--- config.mk ---
export PLATFORM = sky130hd
export DESIGN_NAME = nsc_cfg
export DESIGN_NICKNAME = d
export VERILOG_FILES = /design/src/nsc_pkg.sv /design/src/nsc_load_if.sv /design/src/nsc_loader.sv /design/src/nsc_cfg.sv
export VERILOG_INCLUDE_DIRS = /design/src
export SDC_FILE = /design/constraint.sdc
export NUM_CORES = 1
export LEC_CHECK = 0
export BUFFER_PORTS_ARGS = -buffer_cell sky130_fd_sc_hd__buf_2
export CAP_MARGIN = 20
export CORE_ASPECT_RATIO = 1.4
export CORE_MARGIN = 2
export CORE_UTILIZATION = 40
export DETAILED_ROUTE_END_ITERATION = 8
export PLACE_DENSITY = 0.84
export SLEW_MARGIN = 20
export SYNTH_ARGS = -nofsm -noshare
export SYNTH_HDL_FRONTEND = slang
export SYNTH_HIERARCHICAL = 1
export SYNTH_SLANG_ARGS = --single-unit
export TNS_END_PERCENT = 30
--- constraint.sdc ---
create_clock -name aclk -period 2.2 [get_ports aclk]
set_input_delay 0.11 -clock aclk [delete_from_list [all_inputs] [get_ports aclk]]
set_output_delay 0.11 -clock aclk [all_outputs]
set_load 0.005 [all_outputs]
--- src/nsc_params.svh ---
// Offsets, field positions, reset values and load-word layout of the NVM config block
`ifndef NSC_PARAMS_SVH
`define NSC_PARAMS_SVH
`define NSC_CTRL_OFS      32'h0000_0000
`define NSC_AW_BIT        10
`define NSC_CAP_LSB       11
`define NSC_CAP_MSB       14
`define NSC_ABC_LSB       15
`define NSC_ABC_MSB       16
`define NSC_AUPD_BIT      20
`define NSC_KIND_LSB      23
`define NSC_KIND_MSB      24
`define NSC_RSVD_MASK     32'hfe6e_0000
`define NSC_CAP_RST       4'h2
`define NSC_ABC_RST       2'h0
`define NSC_KIND_RST      2'h0
`define NSC_ABC_ONE       2'h1
`define NSC_ABC_TWO       2'h2
`define NSC_ABC_THREE     2'h3
`define NSC_CAP_TWO_BYTE  4'h3
`define NSC_CAP_UNIT      24'h00_0080
`define NSC_CFG_WORD      8'h0f
`define NSC_SIG_WORD      8'h12
`define NSC_CFG_CAP_LSB   0
`define NSC_CFG_CAP_MSB   3
`define NSC_CFG_KIND_LSB  4
`define NSC_CFG_KIND_MSB  5
`define NSC_SIG_LSB       14
`define NSC_SIG_MSB       15
`define NSC_SIG_VALID     2'h1
`define NSC_RESP_OKAY     2'h0
`define NSC_RESP_SLVERR   2'h2
`endif

--- src/nsc_pkg.sv ---
// Types shared by the NVM config block and its loader
package nsc_pkg;
  // Loader sequence, one-hot
  typedef enum logic [3:0] {
    NSC_LD_IDLE = 4'b0001,
    NSC_LD_CFG  = 4'b0010,
    NSC_LD_SIG  = 4'b0100,
    NSC_LD_DONE = 4'b1000
  } nsc_ld_state_e;
  typedef logic [1:0] nsc_abc_t;  // Address byte count encoding
  typedef logic [3:0] nsc_cap_t;  // Capacity exponent
endpackage : nsc_pkg

--- src/nsc_load_if.sv ---
// Carrier between the register core and the NVM word loader
`timescale 1ns/1ps
interface nsc_load_if;
  logic              rd_req;     // Word read request to NVM fetch port
  logic [7:0]        rd_addr;    // Word address requested
  logic              rd_valid;   // Fetched word present
  logic [15:0]       rd_data;    // Fetched word
  logic              strap;      // Kind strap, 1 = flash
  logic              is_flash;   // Strap as captured
  nsc_pkg::nsc_cap_t cap_code;   // Loaded capacity exponent
  logic [1:0]        kind_code;  // Loaded kind code
  logic              sig_ok;     // Signature found in EEPROM
  logic              done;       // Load finished
  modport loader (input rd_valid, rd_data, strap,
                  output rd_req, rd_addr, is_flash, cap_code, kind_code, sig_ok, done);
  modport core (output rd_valid, rd_data, strap,
                input rd_req, rd_addr, is_flash, cap_code, kind_code, sig_ok, done);
endinterface : nsc_load_if

--- src/nsc_loader.sv ---
// Power-on loader: captures the kind strap and fetches the config word and, on an EEPROM only, the signature word
`timescale 1ns/1ps
`include "nsc_params.svh"
module nsc_loader (
  input  wire logic   aclk,
  input  wire logic   aresetn,
  nsc_load_if.loader  ld
);
  nsc_pkg::nsc_ld_state_e st_q, st_d;      // Sequence state
  logic                   req_q, req_d;    // Outstanding fetch
  logic [7:0]             addr_q, addr_d;  // Fetch word address
  logic                   fl_q, fl_d;      // Captured strap
  nsc_pkg::nsc_cap_t      cap_q, cap_d;    // Capacity exponent
  logic [1:0]             kind_q, kind_d;  // Kind code
  logic                   sig_q, sig_d;    // Signature valid

  // Next-state: strap is caught one edge after release, never under reset
  always_comb begin
    st_d = st_q;
    req_d = req_q;
    addr_d = addr_q;
    fl_d = fl_q;
    cap_d = cap_q;
    kind_d = kind_q;
    sig_d = sig_q;
    case (st_q)
      nsc_pkg::NSC_LD_IDLE: begin
        fl_d = ld.strap;
        req_d = 1'b1;
        addr_d = `NSC_CFG_WORD;
        st_d = nsc_pkg::NSC_LD_CFG;
      end
      nsc_pkg::NSC_LD_CFG: begin
        if (ld.rd_valid) begin
          cap_d = ld.rd_data[`NSC_CFG_CAP_MSB:`NSC_CFG_CAP_LSB];
          kind_d = ld.rd_data[`NSC_CFG_KIND_MSB:`NSC_CFG_KIND_LSB];
          // Flash carries no EEPROM signature, skip its fetch
          if (fl_q) begin
            req_d = 1'b0;
            st_d = nsc_pkg::NSC_LD_DONE;
          end else begin
            addr_d = `NSC_SIG_WORD;
            st_d = nsc_pkg::NSC_LD_SIG;
          end
        end
      end
      nsc_pkg::NSC_LD_SIG: begin
        if (ld.rd_valid) begin
          sig_d = (ld.rd_data[`NSC_SIG_MSB:`NSC_SIG_LSB] == `NSC_SIG_VALID);
          req_d = 1'b0;
          st_d = nsc_pkg::NSC_LD_DONE;
        end
      end
      nsc_pkg::NSC_LD_DONE: st_d = st_q;  // Held until next reset
      default: st_d = nsc_pkg::NSC_LD_IDLE;
    endcase
  end

  // State registers
  always_ff @(posedge aclk) begin
    if (!aresetn) begin
      st_q <= nsc_pkg::NSC_LD_IDLE;
      req_q <= 1'b0;
      addr_q <= 8'h00;
      fl_q <= 1'b0;
      cap_q <= `NSC_CAP_RST;
      kind_q <= `NSC_KIND_RST;
      sig_q <= 1'b0;
    end else begin
      st_q <= st_d;
      req_q <= req_d;
      addr_q <= addr_d;
      fl_q <= fl_d;
      cap_q <= cap_d;
      kind_q <= kind_d;
      sig_q <= sig_d;
    end
  end

  assign ld.rd_req = req_q;
  assign ld.rd_addr = addr_q;
  assign ld.is_flash = fl_q;
  assign ld.cap_code = cap_q;
  assign ld.kind_code = kind_q;
  assign ld.sig_ok = sig_q;
  // One-hot done bit taken as is, so the done output comes straight from a flop
  assign ld.done = st_q[3];

  // Signature fetch only follows the config word on an EEPROM
  a_sig_after_cfg: assert property (@(posedge aclk) disable iff (!aresetn)
    (st_q == nsc_pkg::NSC_LD_CFG && ld.rd_valid && !fl_q)
      |=> (st_q == nsc_pkg::NSC_LD_SIG && addr_q == `NSC_SIG_WORD && req_q))
    else $error("signature fetch did not follow config word");
endmodule : nsc_loader

--- src/nsc_cfg.sv ---
// NVM size, type and address-width config fields behind an AXI4-Lite slave
`timescale 1ns/1ps
`include "nsc_params.svh"
module nsc_cfg (
  input  wire logic        aclk,
  input  wire logic        aresetn,
  input  wire logic [31:0] s_axi_awaddr,
  input  wire logic        s_axi_awvalid,
  output logic             s_axi_awready,
  input  wire logic [31:0] s_axi_wdata,
  input  wire logic [3:0]  s_axi_wstrb,
  input  wire logic        s_axi_wvalid,
  output logic             s_axi_wready,
  output logic [1:0]       s_axi_bresp,
  output logic             s_axi_bvalid,
  input  wire logic        s_axi_bready,
  input  wire logic [31:0] s_axi_araddr,
  input  wire logic        s_axi_arvalid,
  output logic             s_axi_arready,
  output logic [31:0]      s_axi_rdata,
  output logic [1:0]       s_axi_rresp,
  output logic             s_axi_rvalid,
  input  wire logic        s_axi_rready,
  input  wire logic        nvm_kind_strap,
  output logic             nvm_rd_req,
  output logic [7:0]       nvm_rd_addr,
  input  wire logic        nvm_rd_valid,
  input  wire logic [15:0] nvm_rd_data,
  output logic             nvm_load_done,
  input  wire logic        flash_write_cycle,
  input  wire logic        flash_timer_expired,
  output logic             flash_update_req,
  output logic             eeprom_addr_width_sel,
  output logic [1:0]       nvm_addr_byte_count,
  output logic [23:0]      nvm_capacity_bytes
);
  nsc_load_if ld ();  // Loader carrier

  // Byte capacity from exponent
  function automatic logic [23:0] cap_bytes(input nsc_pkg::nsc_cap_t c);
    cap_bytes = `NSC_CAP_UNIT << c;
  endfunction : cap_bytes

  // Address decode, shared by both channels
  function automatic logic hit(input logic [31:0] a);
    hit = (a[31:2] == 30'(`NSC_CTRL_OFS >> 2));  // Word index, byte lanes dropped
  endfunction : hit

  nsc_loader nsc_loader_i (
    .aclk    (aclk),
    .aresetn (aresetn),
    .ld      (ld)
  );
  assign ld.strap = nvm_kind_strap;
  assign ld.rd_valid = nvm_rd_valid;
  assign ld.rd_data = nvm_rd_data;

  logic                 aw_have_q, aw_have_d;  // Write address held
  logic [31:0]          aw_addr_q, aw_addr_d;  // Held write address
  logic                 w_have_q, w_have_d;    // Write data held
  logic [31:0]          w_data_q, w_data_d;    // Held write data
  logic [3:0]           w_strb_q, w_strb_d;    // Held byte strobes
  logic                 awr_q, awr_d;          // awready
  logic                 wr_q, wr_d;            // wready
  logic                 bv_q, bv_d;            // bvalid
  logic [1:0]           br_q, br_d;            // bresp
  logic                 arr_q, arr_d;          // arready
  logic                 rv_q, rv_d;            // rvalid
  logic [31:0]          rd_q, rd_d;            // rdata
  logic [1:0]           rr_q, rr_d;            // rresp
  logic                 aw_sel_q, aw_sel_d;    // Address-width select
  nsc_pkg::nsc_abc_t    abc_q, abc_d;          // Address byte count
  logic                 aupd_q, aupd_d;        // Autonomous update enable
  logic                 upd_q, upd_d;          // Update request pulse
  logic                 done_q;                // Load seen finished
  logic [23:0]          capb_q, capb_d;        // Capacity in bytes
  logic                 do_wr;                 // Write commits this cycle
  logic [31:0]          rval;                  // Register read image

  // Read image: loaded fields live, reserved bits zero
  always_comb begin
    rval = 32'h0000_0000;
    rval[`NSC_AW_BIT] = aw_sel_q;
    rval[`NSC_CAP_MSB:`NSC_CAP_LSB] = ld.cap_code;
    rval[`NSC_ABC_MSB:`NSC_ABC_LSB] = abc_q;
    rval[`NSC_AUPD_BIT] = aupd_q;
    rval[`NSC_KIND_MSB:`NSC_KIND_LSB] = ld.kind_code;
  end

  // Bus channels: address and data taken in either order, one write at a time
  always_comb begin
    aw_have_d = aw_have_q;
    aw_addr_d = aw_addr_q;
    w_have_d = w_have_q;
    w_data_d = w_data_q;
    w_strb_d = w_strb_q;
    bv_d = bv_q;
    br_d = br_q;
    rv_d = rv_q;
    rd_d = rd_q;
    rr_d = rr_q;
    do_wr = 1'b0;
    if (s_axi_awvalid && awr_q) begin
      aw_have_d = 1'b1;
      aw_addr_d = s_axi_awaddr;
    end
    if (s_axi_wvalid && wr_q) begin
      w_have_d = 1'b1;
      w_data_d = s_axi_wdata;
      w_strb_d = s_axi_wstrb;
    end
    // Response only after both halves
    if (bv_q && s_axi_bready) begin
      bv_d = 1'b0;
    end else if (aw_have_d && w_have_d && !bv_q) begin
      do_wr = hit(aw_addr_d);
      bv_d = 1'b1;
      br_d = hit(aw_addr_d) ? `NSC_RESP_OKAY : `NSC_RESP_SLVERR;
      aw_have_d = 1'b0;
      w_have_d = 1'b0;
    end
    // Reads: unmapped address answers zero with an error
    if (rv_q && s_axi_rready) begin
      rv_d = 1'b0;
    end else if (s_axi_arvalid && arr_q) begin
      rv_d = 1'b1;
      rd_d = hit(s_axi_araddr) ? rval : 32'h0000_0000;
      rr_d = hit(s_axi_araddr) ? `NSC_RESP_OKAY : `NSC_RESP_SLVERR;
    end
    awr_d = !aw_have_d && !bv_d;
    wr_d = !w_have_d && !bv_d;
    arr_d = !rv_d;
  end

  // Field next values; loaded fields are not software writable
  always_comb begin
    aw_sel_d = aw_sel_q;
    abc_d = abc_q;
    aupd_d = aupd_q;
    if (do_wr && w_strb_d[1]) begin
      aw_sel_d = w_data_d[`NSC_AW_BIT];
    end
    if (do_wr && w_strb_d[2]) begin
      aupd_d = w_data_d[`NSC_AUPD_BIT];
    end
    // Byte count set once loading ends; only an empty EEPROM lets software change it later
    if (ld.done && !done_q) begin
      if (ld.is_flash) begin
        abc_d = `NSC_ABC_THREE;
      end else if (ld.sig_ok && ld.cap_code >= `NSC_CAP_TWO_BYTE) begin
        abc_d = `NSC_ABC_TWO;
      end else begin
        abc_d = `NSC_ABC_ONE;
      end
    end else if (do_wr && done_q && !ld.is_flash && !ld.sig_ok
                 && (w_strb_d[1] || w_strb_d[2])) begin
      // Empty EEPROM only: lets software reach a blank part
      abc_d = w_data_d[`NSC_ABC_MSB:`NSC_ABC_LSB];
    end
    upd_d = aupd_q && (flash_write_cycle || flash_timer_expired);
    capb_d = cap_bytes(ld.cap_code);
  end

  // Registers
  always_ff @(posedge aclk) begin
    if (!aresetn) begin
      aw_have_q <= 1'b0;
      aw_addr_q <= 32'h0000_0000;
      w_have_q <= 1'b0;
      w_data_q <= 32'h0000_0000;
      w_strb_q <= 4'h0;
      awr_q <= 1'b0;
      wr_q <= 1'b0;
      bv_q <= 1'b0;
      br_q <= `NSC_RESP_OKAY;
      arr_q <= 1'b0;
      rv_q <= 1'b0;
      rd_q <= 32'h0000_0000;
      rr_q <= `NSC_RESP_OKAY;
      aw_sel_q <= 1'b0;
      abc_q <= `NSC_ABC_RST;
      aupd_q <= 1'b0;
      upd_q <= 1'b0;
      done_q <= 1'b0;
      capb_q <= 24'h00_0000;
    end else begin
      aw_have_q <= aw_have_d;
      aw_addr_q <= aw_addr_d;
      w_have_q <= w_have_d;
      w_data_q <= w_data_d;
      w_strb_q <= w_strb_d;
      awr_q <= awr_d;
      wr_q <= wr_d;
      bv_q <= bv_d;
      br_q <= br_d;
      arr_q <= arr_d;
      rv_q <= rv_d;
      rd_q <= rd_d;
      rr_q <= rr_d;
      aw_sel_q <= aw_sel_d;
      abc_q <= abc_d;
      aupd_q <= aupd_d;
      upd_q <= upd_d;
      done_q <= ld.done;
      capb_q <= capb_d;
    end
  end

  assign s_axi_awready = awr_q;
  assign s_axi_wready = wr_q;
  assign s_axi_bvalid = bv_q;
  assign s_axi_bresp = br_q;
  assign s_axi_arready = arr_q;
  assign s_axi_rvalid = rv_q;
  assign s_axi_rdata = rd_q;
  assign s_axi_rresp = rr_q;
  assign nvm_rd_req = ld.rd_req;
  assign nvm_rd_addr = ld.rd_addr;
  assign nvm_load_done = ld.done;
  assign flash_update_req = upd_q;
  assign eeprom_addr_width_sel = aw_sel_q;
  assign nvm_addr_byte_count = abc_q;
  assign nvm_capacity_bytes = capb_q;

  a_reset_values: assert property (@(posedge aclk)
    !aresetn |=> (!eeprom_addr_width_sel && !aupd_q && ld.cap_code == `NSC_CAP_RST))
    else $error("reset values wrong");
  a_cap_bytes: assert property (@(posedge aclk) disable iff (!aresetn)
    ld.done |=> nvm_capacity_bytes == (`NSC_CAP_UNIT << $past(ld.cap_code)))
    else $error("capacity bytes mismatch");
  a_flash_three: assert property (@(posedge aclk) disable iff (!aresetn)
    (ld.done && !done_q && ld.is_flash) |=> nvm_addr_byte_count == `NSC_ABC_THREE)
    else $error("flash byte count not three");
  a_eeprom_count: assert property (@(posedge aclk) disable iff (!aresetn)
    (ld.done && !done_q && !ld.is_flash && ld.sig_ok)
      |=> nvm_addr_byte_count == ((ld.cap_code >= `NSC_CAP_TWO_BYTE) ? 2'h2 : 2'h1))
    else $error("signed eeprom byte count wrong");
  a_count_locked: assert property (@(posedge aclk) disable iff (!aresetn)
    (done_q && (ld.is_flash || ld.sig_ok)) |=> $stable(nvm_addr_byte_count))
    else $error("byte count changed on signed part");
  a_update_req: assert property (@(posedge aclk) disable iff (!aresetn)
    (flash_write_cycle || flash_timer_expired) |=> (flash_update_req == $past(aupd_q)))
    else $error("update request not tied to enable");
  a_kind_held: assert property (@(posedge aclk) disable iff (!aresetn)
    done_q |=> ($stable(ld.kind_code) && $stable(ld.cap_code)))
    else $error("loaded field changed");
  a_rsvd_zero: assert property (@(posedge aclk) disable iff (!aresetn)
    s_axi_rvalid |-> (s_axi_rdata & `NSC_RSVD_MASK) == 32'h0000_0000)
    else $error("reserved bits not zero");
  a_kind_readback: assert property (@(posedge aclk) disable iff (!aresetn)
    (s_axi_arvalid && s_axi_arready && hit(s_axi_araddr) && done_q)
      |=> s_axi_rdata[24:23] == ld.kind_code)
    else $error("kind code readback wrong");
endmodule : nsc_cfg

==> results of run 1 <==
[area by class of cell]
cell class,count,area (um^2)
clock inverter,5,81.3
tap,110,138
clock buffer,11,243
fill,890,4660
timing repair buffer,136,706
inverter,4,15.0
sequential,93,1860
multi-input combinational,321,1760
[worst max path at each step]
stage	from	endpoint	slack [ns]
after floorplan	aw_addr_q[24]	nvm_addr_byte_count[1]	0.52
after global placement	s_axi_awready	nvm_addr_byte_count[1]	0.45
after detailed placement	s_axi_awready	nvm_addr_byte_count[1]	0.39
after CTS	s_axi_awready	nvm_addr_byte_count[1]	0.37
after global routing	s_axi_awready	nvm_addr_byte_count[1]	0.28
final	s_axi_awready	nvm_addr_byte_count[1]	0.37
[tightest hold or removal path: stages]
cell and delay, ns:
buf_2 0.09, nand2_1 0.05, mux2i_1 0.05
[registers in the layout, indices dropped and copies added (netlist names), 3 cells and up]
name,cells
nvm_capacity_bytes,16
w_data_q,4
nsc_loader_i/st_q,4
nsc_loader_i/ld.rd_addr,3
nsc_loader_i/ld.cap_code,4
s_axi_rdata,10
aw_addr_q,30
[power by group through the flow]
| stage | logic (mW) | clock network, mW | registers [mW] |
|---|---|---|---|
| after floorplan | 0.322 | 0 | 1.84 |
| after global placement | 0.410 | 0 | 1.85 |
| after detailed placement | 0.424 | 0 | 1.85 |
| after CTS | 0.431 | 1.69 | 1.82 |
| after global routing | 0.477 | 1.75 | 1.83 |
| final | 0.427 | 1.65 | 1.82 |
[timing repair]
item	4_1_cts	5_1_grt
buffers inserted	0	0
endpoints found under the hold margin	1	0
hold buffers	2	0
[cells in the mapped netlist, drive strengths merged]
cell / instances / area [um^2]
mux2: 2 / 30.0
o31a: 1 / 8.76
inv: 4 / 15.0
a211oi: 2 / 15.0
dfxtp: 93 / 1860
and3: 1 / 6.26
buf: 43 / 333
conb: 2 / 7.51
o21a: 5 / 45.0
nand2: 85 / 319
or3b: 1 / 8.76
or4: 3 / 30.0
xnor2: 1 / 8.76
nor3b: 3 / 22.5
and2b: 1 / 7.51
a22oi: 10 / 75.1
nor3: 7 / 35.0
and2: 6 / 40.0
a211o: 1 / 8.76
nand3: 6 / 30.0
nor4: 23 / 165
o22ai: 2 / 26.3
nor2: 39 / 146
nand4: 5 / 31.3
nor2b: 5 / 31.3
nand2b: 4 / 25.0
clkbuf: 16 / 60.1
a21oi: 38 / 190
nor4b: 1 / 23.8
mux2i: 15 / 150
or3: 1 / 6.26
a41o: 1 / 10.0
nand3b: 5 / 37.5
and4b: 1 / 10.0
o21ai: 6 / 30.0
a31oi: 5 / 46.3
[through the flow]
stage               area [um^2]  std cells  hold WS, ns
detailed placement         4460        662        0.322
finish                     4800        680       0.0127
CTS                        4800        680      0.00464
global route               4800        680       0.0161
floorplan                  4020        477        0.211
global placement           4460        662        0.320
[per-layer routing]
metal	track usage, %	wire [um]	share of wire (%)	up-vias
li1	-	-	-	1701
met1	20.1	3730	40	1549
met2	29.9	4810	52	127
met3	3.82	501	5.4	25
met4	9.33	300	3.2	0
met5	0	0	0	-
[logic make-up (layout without fill, tap and decap cells)]
logic type             after synthesis  in the layout
buffers and inverters               63            156
multiplexers                        17             17
XOR/XNOR                             1              1
AND/OR/NAND/NOR                    197            197
AO/OA/AOI/OAI                       71             71
flip-flops                          93             93
other                                2             35
==> impl_metrics.csv, run 1 <==
group,metric,value,unit
route,drtIter0Drc,121,
global_routing,grt_max_degree,41,
route,drc_errors,0,
hold_path,hold_path_startpoint,"nvm_rd_data[3]",
setup_path,cp_top_family,"compound AO/OA/AOI/OAI gates",
cts,h-tree-depth,3,
power,clkPwrFrac,42.4,%
synthesis,syn_area,0.00390,mm^2
power,power_density,812,mW/mm^2
power,switching_share,23.6,%
floorplan,rows,42,
hold_path,min_path_cells,3,
hold_path,hold_class,"primary input to register",
route,viasPerCell,5.00,
global_routing,grt_pass1_vias,3158,
synthesis,synth_top_family_by_area,"simple AND/OR/NAND/NOR gates",
floorplan,design.core.area,0.00946,mm^2
route,drt.antenna.violating_nets,0,
synthesis,muxShareOfSynthArea,4.62,%
synthesis,synth-seq-cells,93,
power,p_switching,920,uW
cts,cts_tree,"done",
global_routing,antenna_found_initial,0,
synthesis,synth-simple-area-share,25.0,%
setup_path,rr_worst_depth,6,
floorplan,die_area,0.0106,mm^2
setup_path,cp.required,2.43,ns
cts,clkSinkCount,93,
layout,num-nets-final,692,
synthesis,synth_cell_types,46,
synthesis,synth_fa_ha_area_share,0,%
layout,antenna_cells,0,
setup_path,crit_buf_inv,1,
timing,finalSetupViolations,0,
global_routing,overflow,0,
cts,clockBufferDepth,2,
setup_path,worst-path-max-fanout,32,
synthesis,avgSynthCellArea,8.78,um^2
job,drv_cap,0,
route,vias,3402,
setup_path,crit_path_start_kind,"register",
setup_path,max_stage_delay,0.32,ns
setup_path,cp.depth,6,
timing,hold_viol,0,
cts,clockRootBuffer,"clkbuf_16",
timing,slew_headroom,56.4,%
synthesis,synth-xor-area-share,0.225,%
cts,clk_latency,0.34,ns
timing,fin_crit_sh,83.2,%
floorplan,initial_core_util,41.2,%
placement,port_buffers,128,
setup_path,arrival,2.06,ns
layout,layout_common_cells,"128 x buf_2, 93 x dfxtp_1, 85 x nand2_1",
synthesis,synthCells,444,
setup_path,r2r-end,"nvm_addr_byte_count[1]",
setup_path,critPathKind,"register to register",
global_routing,grt_pass1_wl,14.5,mm
placement,place_ws,0.391,ns
layout,final_core_util,50.8,%
floorplan,top_level_ports,206,
setup_path,r2r_setup_slack,0.37,ns
layout,drive_gt1_share,28.6,%
setup_path,r2r_start,"s_axi_awready",
power,ir_worst_vdd,0.396,mV
floorplan,die_h,121,um
setup_path,critPathCaptureType,"register",
cts,cts_buffers,9,
timing,tightest_slew,0.649,ns
setup_path,crit_path_top_delay_cell,"buf_4",
timing,rsz0062_at_grt,"false",
route,finalWirelength,9.34,mm
timing,min_period,1.83,ns
floorplan,die-width,87.4,um
timing,final_critical_path_setup_slack,0.369,ns
power,p_leak,2.14,nW
setup_path,path_cells,"nand2_1 > buf_4 > nand4_1 > o22ai_4 > a31oi_4 > mux2_4",
timing,skew,0.0101,ns
timing,drv_slew,0,
timing,max_freq,0.546,GHz
placement,finalWeightedCongestion,0.763,
timing,fin_setup_tns,0,ns
hold_path,hold_end,"nsc_loader_i/ld.cap_code[3]",
power,combPwrFrac,11.0,%
route,drt_pass1_iterations,4,
route,wire_per_inst,13.7,um
power,p_int,2.98,mW
power,power.total,3.90,mW
cts,cts_resized,0,
layout,area_delta_synth_final,23.2,%
placement,hpwl,7.06,mm
layout,final_common_cell,"buf_2",
power,seqPwrFrac,46.6,%
cts,path_clk_slew,0.07,ns
synthesis,yosys_warnings,6,
synthesis,yosysSeqAreaShare,47.8,%
run_status,outcome,"finished clean",
global_routing,gr-usage-all-layers,17.6,%
synthesis,synth_compound_area_share,11.7,%
Note: power is estimated with default switching activity, not from simulation.
==> run 2, diff against run 1 <==
--- a/config.mk
+++ b/config.mk
@@ -6,13 +6,14 @@
 export SDC_FILE = /design/constraint.sdc
 export NUM_CORES = 1
 export LEC_CHECK = 0
+export ABC_AREA = 1
 export BUFFER_PORTS_ARGS = -buffer_cell sky130_fd_sc_hd__buf_2
 export CAP_MARGIN = 20
 export CORE_ASPECT_RATIO = 1.4
 export CORE_MARGIN = 2
 export CORE_UTILIZATION = 40
 export DETAILED_ROUTE_END_ITERATION = 8
-export PLACE_DENSITY = 0.84
+export PLACE_DENSITY = 0.83
 export SLEW_MARGIN = 20
 export SYNTH_ARGS = -nofsm -noshare
 export SYNTH_HDL_FRONTEND = slang
==> constraint.sdc (replaced) <==
create_clock -name aclk -period 1.71 [get_ports aclk]
set_input_delay 0.0855 -clock aclk [delete_from_list [all_inputs] [get_ports aclk]]
set_output_delay 0.0855 -clock aclk [all_outputs]
set_load 0.005 [all_outputs]
==> run 2 against run 1 <==
  * Power is 33% higher
  * Cell area is 11% higher
  * Sequential share of layout area decreased by 3.7 points
  * Sequential power up 30%
==> impl_metrics.csv, run 2 <==
group,metric,value,unit
run_status,outcome,"finished clean",
cts,h-tree-depth,3,
synthesis,synth_top_area_cell,"dfxtp_1",
layout,fill_cells,987,
job,drv_cap,0,
global_routing,overflow,0,
power,ir_worst_vdd,0.580,mV
setup_path,arrival,1.90,ns
floorplan,initial_core_util,40.6,%
route,drt.antenna.violating_nets,0,
synthesis,yosys_most_used_dff,"dfxtp_1",
cts,clk_latency,0.33,ns
layout,antenna_cells,0,
layout,final_cells,851,
power,p_int,3.84,mW
route,drt_pass1_iterations,5,
setup_path,critPathKind,"register to register",
global_routing,grt_pass1_vias,3554,
global_routing,antenna_found_initial,0,
timing,skew,0.00518,ns
power,combPwrFrac,16.0,%
power,power_density,970,mW/mm^2
floorplan,die_area,0.0112,mm^2
synthesis,syn_area,0.00416,mm^2
route,highest_layer,"met4",
synthesis,synthArstFlopShare,0,%
route,drc_errors,0,
timing,max_freq,0.600,GHz
hold_path,hold_class,"primary input to register",
floorplan,rows,44,
timing,min_period,1.67,ns
layout,multi_input_area,0.00172,mm^2
power,clkPwrFrac,38.4,%
setup_path,worst-path-max-fanout,9,
floorplan,design.core.area,0.0102,mm^2
timing,rsz0062_at_grt,"true",
power,switching_share,25.7,%
placement,finalWeightedCongestion,0.758,
setup_path,crit_path_top_delay_cell,"dfxtp_4",
cts,clockRootBuffer,"clkbuf_16",
cts,clockBufferDepth,2,
route,viasPerCell,4.45,
timing,fin_crit_sh,97.5,%
power,p_switching,1.33,mW
placement,placed_cells_incl_taps,822,
route,drtIter0Drc,114,
synthesis,synth_cell_types,33,
floorplan,die-width,90.2,um
synthesis,yosys_warnings,6,
synthesis,avgSynthCellArea,7.40,um^2
synthesis,synth_most_common_cell,"nand2_1",
layout,largest_reg_flops,30,
layout,final_common_cell,"buf_2",
route,wl_met3,578,um
layout,area_delta_synth_final,28.1,%
layout,layout_common_cells,"128 x buf_2, 126 x nand2_1, 92 x dfxtp_1",
synthesis,yosysSeqAreaShare,44.8,%
route,vias,3784,
power,seqPwrFrac,45.6,%
setup_path,path_cells,"nand2_8 > clkbuf_16 > o21ai_2 > nand2_1 > nor2_1 > nand2_1 > nor2_4 > nand3_2 > a21oi_1 > nor2_1",
power,p_leak,2.73,nW
floorplan,die_h,125,um
timing,final_critical_path_setup_slack,0.0427,ns
setup_path,max_stage_delay,0.39,ns
timing,finalSetupViolations,0,
global_routing,grt_pass1_wl,16.0,mm
cts,path_clk_slew,0.06,ns
route,wire_per_inst,11.8,um
global_routing,gr-usage-all-layers,17.4,%
layout,regMostFlops,"aw_addr_q",
route,wl_met2,5.34,mm
synthesis,synth_edf_count,0,
synthesis,yosysTopAreaCellShare,44.8,%
placement,hpwl,7.11,mm
route,finalWirelength,10.1,mm
global_routing,grt_max_degree,41,
setup_path,cp.required,1.94,ns
cts,cts_buffers,9,
placement,place_ws,0.0441,ns
cts,clkSinkCount,93,
floorplan,top_level_ports,206,
route,wl_met1,3.89,mm
synthesis,synthCells,562,
cts,cts_tree,"done",
setup_path,crit_path_start_kind,"register",
synthesis,yosys-top-cells-count,"127 x nand2_1, 93 x dfxtp_1, 82 x inv_1",
synthesis,synthTopCellsByArea,"dfxtp_1 45%, nand2_1 11%, inv_1 7.4%, nor2_1 7.1%, buf_4 6.9%",
synthesis,synth-seq-cells,93,
timing,hold_viol,0,
layout,drive_gt1_share,27.8,%
layout,num-nets-final,836,
placement,port_buffers,128,
timing,drv_slew,0,
layout,final-seq-area,0.00187,mm^2
setup_path,critPathCaptureType,"register",
## run 2: what timing repair did
item | 4_1_cts | 5_1_grt
buffers inserted | 0 | 0
setup endpoints to repair | 0 | 4
gates resized for setup | 0 | 10
hold buffers | 11 | 0
endpoints found under the hold margin | 10 | 0
## run 2: logic make-up (layout without fill, tap and decap cells)
| logic type | Yosys count | after routing | synth area share, % |
|---|---|---|---|
| other | 2 | 35 | 0.181 |
| multiplexers | 3 | 3 | 0.722 |
| buffers and inverters | 137 | 255 | 17.7 |
| AO/OA/AOI/OAI | 51 | 51 | 7.25 |
| flip-flops | 93 | 93 | 44.8 |
| AND/OR/NAND/NOR | 276 | 276 | 29.4 |
## run 2: power groups by stage
stage	Clock (mW)	Combinational (mW)	Sequential (mW)
after floorplan	0	0.574	2.39
after global placement	0	0.741	2.40
after detailed placement	0	0.759	2.40
after CTS	2.05	0.781	2.35
after global routing	2.14	0.931	2.37
final	1.99	0.825	2.36
## run 2: worst max-delay path, delay by kind of cell, from the launching register on
kind | cells | cell delay, ns
compound gates | 2 | 0.28
simple gates | 7 | 0.72
flops | 1 | 0.39
buf+inv | 1 | 0.18
## run 2: stage by stage
stage                     hold WS, ns  area, um^2  power (mW)  TNS, ns  utilization [%]
final                         0.00579        5330        5.17        0             52.0
after global routing           0.0200        5330        5.44   -0.335             52.0
after CTS                    0.000267        5220        5.18        0             51.0
after detailed placement        0.321        4810        3.16        0             47.0
after global placement          0.314        4810        3.14        0             47.0
after floorplan                 0.162        4280        2.97        0                -
## run 2: layout make-up
cell class / instances / area share (%)
tap: 138 / 3.24
multi-input combinational: 365 / 32.2
sequential: 93 / 35.0
timing repair buffer: 156 / 17.8
clock inverter: 4 / 0.893
clock buffer: 11 / 4.75
inverter: 84 / 6.02
## run 2: layer usage
layer	up-vias	GRT usage, %
li1	1946	-
met1	1693	18.9
met2	126	32.1
met3	19	3.39
met4	0	8.33
met5	-	0
## run 2: final timing paths
kind | slack (ns) | to | cells after the start | start
worst min register to register | 0.46 | s_axi_rdata[24] | 2 | nsc_loader_i/ld.kind_code[1]
worst min-delay path | 0.006 | aw_addr_q[17] | 3 | s_axi_awaddr[17]
worst max-delay path | 0.04 | nvm_addr_byte_count[1] | 10 | s_axi_awready
worst max register to register | 0.04 | nvm_addr_byte_count[1] | 10 | s_axi_awready
